`src/verilog/xdmd_regs.svh`:
```
// constants for the external-data map decoder
`ifndef XDMD_REGS_SVH
`define XDMD_REGS_SVH

// ****************************************************************
// special function register addresses
// ****************************************************************
`define XDMD_SFR_SYSCTL 8'hb1
`define XDMD_SFR_PAGE 8'h91
`define XDMD_SFR_P2 8'ha0

// ****************************************************************
// system control fields and reset values
// ****************************************************************
`define XDMD_SC_DIS_BIT 0
`define XDMD_SC_VIS_BIT 1
`define XDMD_SC_GEN_LO 4
`define XDMD_SC_GEN_HI 5
`define XDMD_SC_DIS_RST 1'b1
`define XDMD_SC_VIS_RST 1'b0
`define XDMD_SC_GEN_RST 2'b10
`define XDMD_PAGE_RST 8'h00
`define XDMD_P2_RST 8'hff

// ****************************************************************
// internal windows in the external data space
// ****************************************************************
`define XDMD_LCD_LO 16'hf3dc
`define XDMD_LCD_HI 16'hf3ef
`define XDMD_RTC_LO 16'hf3f0
`define XDMD_RTC_HI 16'hf3ff
`define XDMD_GAP_LO 16'hf400
`define XDMD_GAP_HI 16'hfeff
`define XDMD_ON_CHIP_XDATA_RAM_LO 16'hff00
`define XDMD_GAP_DATA 8'h00

`endif

```
`src/verilog/xdmd_pkg.sv`:
```
// types shared by the external-data map decoder
package xdmd_pkg;

    typedef enum logic [2:0] {
        XDMD_TGT_EXT,
        XDMD_TGT_LCD,
        XDMD_TGT_RTC,
        XDMD_TGT_GAP,
        XDMD_TGT_ON_CHIP_XDATA_RAM
    } xdmd_target_t;

    typedef enum logic [1:0] {
        XDMD_ST_IDLE,
        XDMD_ST_CYC1,
        XDMD_ST_CYC2
    } xdmd_state_t;

    typedef struct packed {
        logic wr;
        logic ptr16;
        logic [15:0] pointer;
        logic [7:0] index;
        logic [7:0] wdata;
    } xdmd_move_t;

    typedef struct packed {
        logic wr;
        logic rd;
        logic [7:0] addr;
        logic [7:0] wdata;
    } xdmd_sfr_t;

endpackage

```
`src/verilog/xdmd_on_chip_xdata_ram.sv`:
```
// on-chip external-data ram, no reset on its contents
module xdmd_on_chip_xdata_ram
    import xdmd_pkg::*;
#(
    parameter int AW = 8,
    parameter int DW = 8
) (
    input wire logic clk_sys_i, // system clock
    input wire logic we_i, // write strobe
    input wire logic [AW-1:0] addr_i, // word address
    input wire logic [DW-1:0] wdata_i, // write data
    output logic [DW-1:0] rdata_o // read data, combinational
);

    // contents survive reset and are unknown at power-up
    logic [DW-1:0] mem_r [2**AW];

    always_ff @(posedge clk_sys_i) begin
        if (we_i) begin
            mem_r[addr_i] <= wdata_i;
        end
    end

    assign rdata_o = mem_r[addr_i];

endmodule

```
`src/verilog/xdmd_decoder.sv`:
```
// external-data move decoder: internal windows versus external bus
`include "xdmd_regs.svh"

module xdmd_decoder
    import xdmd_pkg::*;
#(
    parameter int MC_CLKS = 6 // clocks per machine cycle
) (
    input wire logic clk_sys_i, // system clock
    input wire logic srst_i, // synchronous reset, active high
    input wire logic mv_req_i, // move request pulse
    input wire xdmd_move_t mv_i, // move descriptor
    output logic mv_busy_o, // move in progress
    output logic mv_done_o, // move finished pulse
    output logic [7:0] mv_rdata_o, // read result
    input wire xdmd_sfr_t sfr_i, // special register access
    output logic [7:0] sfr_rdata_o, // special register read data
    output logic [7:0] p2_latch_o, // port 2 latch
    output logic [15:0] ext_addr_o, // address on ports 0 and 2
    output logic ext_hi_bus_o, // port 2 carries address
    output logic ext_lo_bus_o, // port 0 carries address/data
    output logic [7:0] ext_data_o, // port 0 write data
    output logic ext_data_oe_o, // port 0 data drive enable
    input wire logic [7:0] ext_data_i, // port 0 pin level
    output logic ext_rd_n_o, // read strobe, active low
    output logic ext_wr_n_o, // write strobe, active low
    output logic lcd_sel_o, // lcd register access pulse
    output logic rtc_sel_o, // rtc register access pulse
    output logic per_wr_o, // peripheral write flag
    output logic [7:0] per_addr_o, // peripheral register offset
    output logic [7:0] per_wdata_o, // peripheral write data
    input wire logic [7:0] lcd_rdata_i, // lcd read data
    input wire logic [7:0] rtc_rdata_i // rtc read data
);

    localparam int CW = $clog2(MC_CLKS + 1);
    localparam logic [CW-1:0] CNT_LAST = CW'(MC_CLKS - 1);

    // ****************************************************************
    // pin input synchroniser
    // ****************************************************************
    logic [7:0] pin_meta_r;
    logic [7:0] pin_sync_r;

    always_ff @(posedge clk_sys_i) begin
        pin_meta_r <= ext_data_i;
        pin_sync_r <= pin_meta_r;
    end

    // ****************************************************************
    // control registers
    // ****************************************************************
    logic dis_r;
    logic dis_nxt;
    logic vis_r;
    logic vis_nxt;
    logic [1:0] gen_r;
    logic [1:0] gen_nxt;
    logic [7:0] page_r;
    logic [7:0] page_nxt;
    logic [7:0] p2_r;
    logic [7:0] p2_nxt;
    logic [7:0] sfr_rd_r;
    logic [7:0] sfr_rd_nxt;

    always_comb begin
        dis_nxt = dis_r;
        vis_nxt = vis_r;
        gen_nxt = gen_r;
        page_nxt = page_r;
        p2_nxt = p2_r;
        sfr_rd_nxt = sfr_rd_r;
        if (sfr_i.wr) begin
            if (sfr_i.addr == `XDMD_SFR_SYSCTL) begin
                // one-way latch: software can only clear it
                dis_nxt = dis_r & sfr_i.wdata[`XDMD_SC_DIS_BIT];
                vis_nxt = sfr_i.wdata[`XDMD_SC_VIS_BIT];
                gen_nxt = sfr_i.wdata[`XDMD_SC_GEN_HI:`XDMD_SC_GEN_LO];
            end else if (sfr_i.addr == `XDMD_SFR_P2) begin
                p2_nxt = sfr_i.wdata;
                page_nxt = sfr_i.wdata;
            end else if (sfr_i.addr == `XDMD_SFR_PAGE) begin
                page_nxt = sfr_i.wdata;
            end
        end
        if (sfr_i.rd) begin
            if (sfr_i.addr == `XDMD_SFR_SYSCTL) begin
                // reserved bits are undefined; zero is given
                sfr_rd_nxt = 8'h00;
                sfr_rd_nxt[`XDMD_SC_DIS_BIT] = dis_r;
                sfr_rd_nxt[`XDMD_SC_VIS_BIT] = vis_r;
                sfr_rd_nxt[`XDMD_SC_GEN_HI:`XDMD_SC_GEN_LO] = gen_r;
            end else if (sfr_i.addr == `XDMD_SFR_P2) begin
                sfr_rd_nxt = p2_r;
            end else if (sfr_i.addr == `XDMD_SFR_PAGE) begin
                sfr_rd_nxt = page_r;
            end else begin
                sfr_rd_nxt = 8'h00;
            end
        end
    end

    always_ff @(posedge clk_sys_i) begin
        if (srst_i) begin
            dis_r <= `XDMD_SC_DIS_RST;
            vis_r <= `XDMD_SC_VIS_RST;
            gen_r <= `XDMD_SC_GEN_RST;
            page_r <= `XDMD_PAGE_RST;
            p2_r <= `XDMD_P2_RST;
            sfr_rd_r <= 8'h00;
        end else begin
            dis_r <= dis_nxt;
            vis_r <= vis_nxt;
            gen_r <= gen_nxt;
            page_r <= page_nxt;
            p2_r <= p2_nxt;
            sfr_rd_r <= sfr_rd_nxt;
        end
    end

    // ****************************************************************
    // address decode
    // ****************************************************************
    function automatic xdmd_target_t decode(input logic [15:0] a, input logic dis);
        xdmd_target_t t;
        t = XDMD_TGT_EXT;
        if (dis) begin
            t = XDMD_TGT_EXT;
        end else if (a >= `XDMD_LCD_LO && a <= `XDMD_LCD_HI) begin
            t = XDMD_TGT_LCD;
        end else if (a >= `XDMD_RTC_LO && a <= `XDMD_RTC_HI) begin
            t = XDMD_TGT_RTC;
        end else if (a >= `XDMD_GAP_LO && a <= `XDMD_GAP_HI) begin
            t = XDMD_TGT_GAP;
        end else if (a >= `XDMD_ON_CHIP_XDATA_RAM_LO) begin
            t = XDMD_TGT_ON_CHIP_XDATA_RAM;
        end
        return t;
    endfunction

    logic [15:0] req_addr;
    xdmd_target_t req_tgt;

    always_comb begin
        // indexed moves take their high byte from the page register
        req_addr = mv_i.ptr16 ? mv_i.pointer : {page_r, mv_i.index};
        // outside every window the indexed move falls to the bus
        req_tgt = decode(req_addr, dis_r);
    end

    // ****************************************************************
    // move sequencer: two machine cycles per move
    // ****************************************************************
    xdmd_state_t st_r;
    xdmd_state_t st_nxt;
    logic [CW-1:0] cnt_r;
    logic [CW-1:0] cnt_nxt;
    xdmd_target_t tgt_r;
    xdmd_target_t tgt_nxt;
    logic wr_r;
    logic wr_nxt;
    logic p16_r;
    logic p16_nxt;
    logic [15:0] addr_r;
    logic [15:0] addr_nxt;
    logic [7:0] wd_r;
    logic [7:0] wd_nxt;
    logic [7:0] rdata_r;
    logic [7:0] rdata_nxt;
    logic done_r;
    logic done_nxt;
    logic ram_we;
    logic [7:0] ram_rdata;
    logic last;

    assign last = (cnt_r == CNT_LAST);
    // the write lands at the close of the first cycle unless reset is seen
    assign ram_we = (st_r == XDMD_ST_CYC1) && last && wr_r
                    && (tgt_r == XDMD_TGT_ON_CHIP_XDATA_RAM) && !srst_i;

    always_comb begin
        st_nxt = st_r;
        cnt_nxt = cnt_r;
        tgt_nxt = tgt_r;
        wr_nxt = wr_r;
        p16_nxt = p16_r;
        addr_nxt = addr_r;
        wd_nxt = wd_r;
        rdata_nxt = rdata_r;
        done_nxt = 1'b0;
        case (st_r)
            XDMD_ST_IDLE: begin
                if (mv_req_i) begin
                    st_nxt = XDMD_ST_CYC1;
                    cnt_nxt = '0;
                    tgt_nxt = req_tgt;
                    wr_nxt = mv_i.wr;
                    p16_nxt = mv_i.ptr16;
                    addr_nxt = req_addr;
                    wd_nxt = mv_i.wdata;
                end
            end
            XDMD_ST_CYC1: begin
                cnt_nxt = cnt_r + CW'(1);
                if (last) begin
                    st_nxt = XDMD_ST_CYC2;
                    cnt_nxt = '0;
                    if (!wr_r && tgt_r != XDMD_TGT_EXT) begin
                        wd_nxt = (tgt_r == XDMD_TGT_LCD) ? lcd_rdata_i
                                 : (tgt_r == XDMD_TGT_RTC) ? rtc_rdata_i : ram_rdata;
                    end
                end
            end
            XDMD_ST_CYC2: begin
                cnt_nxt = cnt_r + CW'(1);
                if (last) begin
                    st_nxt = XDMD_ST_IDLE;
                    cnt_nxt = '0;
                    done_nxt = 1'b1;
                    if (!wr_r) begin
                        case (tgt_r)
                            XDMD_TGT_EXT: rdata_nxt = pin_sync_r;
                            XDMD_TGT_LCD: rdata_nxt = lcd_rdata_i;
                            XDMD_TGT_RTC: rdata_nxt = rtc_rdata_i;
                            XDMD_TGT_ON_CHIP_XDATA_RAM: rdata_nxt = ram_rdata;
                            default: rdata_nxt = `XDMD_GAP_DATA;
                        endcase
                    end
                end
            end
            default: begin
                st_nxt = XDMD_ST_IDLE;
            end
        endcase
    end

    always_ff @(posedge clk_sys_i) begin
        if (srst_i) begin
            st_r <= XDMD_ST_IDLE;
            cnt_r <= '0;
            tgt_r <= XDMD_TGT_EXT;
            wr_r <= 1'b0;
            p16_r <= 1'b0;
            addr_r <= 16'h0000;
            wd_r <= 8'h00;
            rdata_r <= 8'h00;
            done_r <= 1'b0;
        end else begin
            st_r <= st_nxt;
            cnt_r <= cnt_nxt;
            tgt_r <= tgt_nxt;
            wr_r <= wr_nxt;
            p16_r <= p16_nxt;
            addr_r <= addr_nxt;
            wd_r <= wd_nxt;
            rdata_r <= rdata_nxt;
            done_r <= done_nxt;
        end
    end

    // ****************************************************************
    // on-chip ram
    // ****************************************************************
    // contents have no reset path at all
    xdmd_on_chip_xdata_ram #(
        .AW(8),
        .DW(8)
    ) u_on_chip_xdata_ram (
        .clk_sys_i(clk_sys_i),
        .we_i(ram_we),
        .addr_i(addr_r[7:0]),
        .wdata_i(wd_r),
        .rdata_o(ram_rdata)
    );

    // ****************************************************************
    // pin and peripheral outputs, registered from the next state
    // ****************************************************************
    logic rd_n_r;
    logic rd_n_nxt;
    logic wr_n_r;
    logic wr_n_nxt;
    logic hi_bus_r;
    logic hi_bus_nxt;
    logic lo_bus_r;
    logic lo_bus_nxt;
    logic oe_r;
    logic oe_nxt;
    logic lcd_r;
    logic lcd_nxt;
    logic rtc_r;
    logic rtc_nxt;
    logic mirror;
    logic active;

    always_comb begin
        active = (st_nxt != XDMD_ST_IDLE);
        // the disable bit already forced targets external; visibility acts in every window but the gap
        mirror = (tgt_nxt == XDMD_TGT_EXT)
                 || (vis_r && tgt_nxt != XDMD_TGT_GAP);
        lo_bus_nxt = active && mirror;
        hi_bus_nxt = active && mirror && p16_nxt;
        // strobes only in the second machine cycle, none when hidden
        rd_n_nxt = !(st_nxt == XDMD_ST_CYC2 && mirror && !wr_nxt);
        wr_n_nxt = !(st_nxt == XDMD_ST_CYC2 && mirror && wr_nxt);
        oe_nxt = (st_nxt == XDMD_ST_CYC2) && mirror && (wr_nxt || tgt_nxt != XDMD_TGT_EXT);
        lcd_nxt = (st_r == XDMD_ST_IDLE) && mv_req_i && (req_tgt == XDMD_TGT_LCD);
        rtc_nxt = (st_r == XDMD_ST_IDLE) && mv_req_i && (req_tgt == XDMD_TGT_RTC);
    end

    always_ff @(posedge clk_sys_i) begin
        if (srst_i) begin
            rd_n_r <= 1'b1;
            wr_n_r <= 1'b1;
            hi_bus_r <= 1'b0;
            lo_bus_r <= 1'b0;
            oe_r <= 1'b0;
            lcd_r <= 1'b0;
            rtc_r <= 1'b0;
        end else begin
            rd_n_r <= rd_n_nxt;
            wr_n_r <= wr_n_nxt;
            hi_bus_r <= hi_bus_nxt;
            lo_bus_r <= lo_bus_nxt;
            oe_r <= oe_nxt;
            lcd_r <= lcd_nxt;
            rtc_r <= rtc_nxt;
        end
    end

    // ****************************************************************
    // output wiring
    // ****************************************************************
    // port 2 keeps its latch value when it is not carrying the address
    assign ext_addr_o = hi_bus_r ? addr_r : {p2_r, addr_r[7:0]};
    assign ext_hi_bus_o = hi_bus_r;
    assign ext_lo_bus_o = lo_bus_r;
    assign ext_data_o = wd_r;
    assign ext_data_oe_o = oe_r;
    assign ext_rd_n_o = rd_n_r;
    assign ext_wr_n_o = wr_n_r;
    assign lcd_sel_o = lcd_r;
    assign rtc_sel_o = rtc_r;
    assign per_wr_o = wr_r;
    assign per_addr_o = addr_r[7:0];
    assign per_wdata_o = wd_r;
    assign mv_busy_o = (st_r != XDMD_ST_IDLE);
    assign mv_done_o = done_r;
    assign mv_rdata_o = rdata_r;
    assign sfr_rdata_o = sfr_rd_r;
    assign p2_latch_o = p2_r;

endmodule

```
`config.mk`:
```
export PLATFORM = sky130hd
export DESIGN_NAME = xdmd_decoder
export DESIGN_NICKNAME = d
export VERILOG_FILES = /design/src/verilog/xdmd_pkg.sv /design/src/verilog/xdmd_on_chip_xdata_ram.sv /design/src/verilog/xdmd_decoder.sv
export VERILOG_INCLUDE_DIRS = /design/src /design/src/verilog
export SDC_FILE = /design/constraint.sdc
export NUM_CORES = 2
export LEC_CHECK = 0
export BUFFER_PORTS_ARGS = -buffer_cell sky130_fd_sc_hd__clkbuf_2
export CORE_UTILIZATION = 50
export CTS_BUF_LIST = sky130_fd_sc_hd__clkbuf_4
export DETAILED_ROUTE_END_ITERATION = 16
export PLACE_DENSITY = 0.66
export SETUP_SLACK_MARGIN = 0.02
export SLEW_MARGIN = 10
export SYNTH_ARGS = -nofsm -noshare
export SYNTH_HDL_FRONTEND = slang
export SYNTH_SLANG_ARGS = --single-unit
```
`constraint.sdc`:
```
create_clock -name clk_sys_i -period 10.6 [get_ports clk_sys_i]
set_input_delay 1.06 -clock clk_sys_i [delete_from_list [all_inputs] [get_ports clk_sys_i]]
set_output_delay 1.06 -clock clk_sys_i [all_outputs]
set_load 0.05 [all_outputs]
```
==> metrics.md <==
| Metric | Value |
|---|---|
| Top cells by area, synth | `edfxtp_1, mux4_2, dfxtp_1, mux2i_1, nor2_1` |
| Post-synth ARST share | `0%` |
| Number of warnings issued by yosys | `0` |
| Sw Ratio | `about a quarter` |
| Final hold slack | `about 130 ps` |
| Max Fclk | `185 MHz` |
| Mapped Nets | `4425` |
| DRC | `0` |
| Syn Area/Cell | `19.5 um^2` |
| Worst VDD drop | `0.112 mV` |
| Die W | `~410 um` |
| NetSw | `4.52 mW` |
| Post-synth top area share | `approximately 73%` |
| Port Buf Inserts | `152` |
| Slew @ Worst Pin | `roughly 1300 ps` |
| Crit share post-route | `51.0%` |
| Final net count | `between 4000 and 5000` |
| Flop and latch count out of synthesis | `about 2200` |
| Leakage power | `slightly above 30 nW` |
| Clock Path Buffers | `4` |
| First-pass GRT wire length | `roughly 330000 um` |
| Initial drt markers | `between 6000 and 7000` |
| CP arrival | `between 6000 and 7000 ps` |
| Crit path max fanout | `84` |
| Detailed Routing Iterations Pass 1 | `7` |
| Synth Flop Type | `edfxtp_1` |
| Setup-failing EPs final | `0` |
| Cells after Synth | `around 4300` |
| Fraction of layout cells with a size suffix above 1 | `30.5%` |
| Initial antenna violation count | `12` |
| Setup ws final | `a little over 5000 ps` |
| Sequential power share | `a little over half` |
| Max cap viols | `0` |
| Relative slew slack | `between 10% and 20%` |
| Register area share after synthesis | `around 75%` |
| Fin area | `around 94000 um^2` |
| EDFF count, synth | `2048` |
| Initial Util | `50.5%` |
| Die Y | `around 410 um` |
| Clk_skew | `between 100 and 150 ps` |
| CTS root buf | `clkbuf_4` |
| Hold Vio Cnt, Final | `0` |
| Hold Crit Class | `input port to register` |
| Commonest non-fill, non-tap cell in the layout | `edfxtp_1` |
| Number of global-route vias before repair | `between 40000 and 50000` |
| CTS tree | `done` |
| Setup TNS | `0 ps` |
| Pint | `roughly 14 mW` |
| WL/cell | `between 30 and 40 um` |
| Post-CTS sizing | `0` |
| Area Overhead vs Synth | `11.5%` |
| Routed Antenna Nets | `0` |
| Most frequent cells in the layout | `edfxtp_1, clkbuf_4, mux4_2, nor2_1, nand2_1` |
| Crit Path Class | `register to register` |
| Site Rows | `150` |
| Worst-Skew Late Latency | `~1400 ps` |
| Die ar. | `around 170000 um^2` |
| Synth unique cells | `slightly below 80` |
| Post-Syn Area | `~85000 um^2` |
| HPWL Detailed | `between 100000 and 150000 um` |
| # H-tree levels | `6` |
| Clk sinks | `between 2000 and 2500` |
| Worst-path clk slew | `~60 ps` |
| P per Cell Area | `between 150 and 200 nW/um^2` |
| Post-synth top area cell | `edfxtp_1` |
| Placement Cell Area | `87300 um^2` |
| Pin count of the biggest net entering global routing | `around 210` |
| Final wirelength | `roughly 240000 um` |
| Clock share of power | `between 30% and 40%` |
| Type of origin of the critical path | `register` |
| Vias/cell | `6.31` |
| Core area | `168000 um^2` |
| Comb pwr share | `a little under a tenth` |
| Fin crit period | `around 5400 ps` |
| Vias | `between 40000 and 50000` |
| DP Worst Slack | `5310 ps` |
| Run status | `completed` |
| CP Capture Type | `register` |
| Unrepaired setup endpoints after global routing | `no` |
| Total Routing Usage GR | `between 20 and 30%` |
| GPL Wtd Cong | `just under 0.9` |
| Final-report max-slew violation count | `0` |
| Grt ovf | `0` |
| Ports | `between 150 and 200` |
| Num CTS Buffers | `between 500 and 600` |
| CP required | `11830 ps` |
| Final core occ | `about 56%` |
## critical path, cell delays in order, from the launching register on
cell      delay [ps]
dfxtp_4          670
buf_12           440
buf_4            710
nand2b_1         710
a211oi_1         530
nor3_1            80
nor4_1           910
o32ai_1          390
o311ai_1         310
buf_4            230
o21ai_1           60
## metal layers
metal	global-route usage, %	vias up	share of wire [%]	wire [um]
li1	-	19300	-	-
met1	38.3	24300	38	91100
met2	41.8	3231	46	109000
met3	7.96	515	12	27700
met4	11.3	4	3.7	8880
met5	0	-	0.0063	15
## repair_timing
item / CTS / global route
endpoints found under the hold margin: 44 / 0
hold buffers: 33 / 0
buffers inserted: 0 / 0
## registers in the layout, indices dropped and copies added, names as in the netlist, 2 cells and up, named ones only
name	count
cnt_r	3
pin_meta_r	8
st_r	2
p2_latch_o	8
page_r	8
mv_rdata_o	8
sfr_rdata_o	8
u_on_chip_xdata_ram.mem_r	2048
ext_data_o	8
pin_sync_r	8
tgt_r	3
addr_r	16
gen_r	2
## cell type report
class	instances	area, um^2
fill	12700	73200
sequential	2150	63600
multi-input combinational	1894	19300
clock buffer	783	5880
tap	2204	2760
timing repair buffer	286	1950
clock inverter	149	821
inverter	19	71.3
antenna	11	27.5
## power groups by stage
stage	registers (mW)	logic (mW)	clock network, mW
floorplan	9.90	0.857	0
global placement	9.76	1.59	0
detailed placement	9.76	1.60	0
CTS	9.58	1.62	6.98
global route	9.58	1.69	7.40
finish	9.58	1.64	6.89
## per-stage QoR
step | total power [mW] | cells
after floorplan | 10.8 | 4342
after global placement | 11.3 | 6519
after detailed placement | 11.4 | 6520
after CTS | 18.2 | 7485
after global routing | 18.7 | 7489
final | 18.1 | 7496
## cell usage after synthesis, types with 13 or more instances
| master | number |
|---|---|
| a31oi_1 | 16 |
| buf_6 | 41 |
| dfxtp_1 | 102 |
| nand4_1 | 18 |
| nor2b_1 | 35 |
| a21oi_1 | 56 |
| clkbuf_1 | 86 |
| o22ai_1 | 52 |
| mux2_2 | 35 |
| buf_1 | 17 |
| o21ai_1 | 13 |
| mux4_2 | 465 |
| nor4_1 | 19 |
| inv_1 | 16 |
| buf_4 | 54 |
| o211ai_1 | 14 |
| o21ai_0 | 55 |
| a221oi_1 | 16 |
| nand3_1 | 51 |
| nand2_1 | 182 |
| nor3_1 | 40 |
| mux2i_1 | 152 |
| nor2_1 | 367 |
| nand2b_1 | 31 |
| edfxtp_1 | 2048 |
| buf_2 | 69 |
| a211oi_1 | 54 |
| a22oi_1 | 64 |
## kinds of logic after synthesis
logic type | Yosys count | synth area share [%]
flops | 2150 | 75.1
compound gates | 431 | 3.54
simple gates | 798 | 4.21
buf+inv | 298 | 2.20
fa+ha+maj | 4 | 0.0591
mux | 661 | 14.9
## final timing paths
kind	start	end	slack, ps	cells past startpoint
setup / recovery	register	mv_rdata_o[2]	5200	10
hold / removal	lcd_rdata_i[2]	mv_rdata_o[2]	130	5
setup reg to reg	register	mv_rdata_o[2]	5200	10
hold reg to reg	pin_meta_r[3]	pin_sync_r[3]	330	0
Power figures use the tool's default switching activity.
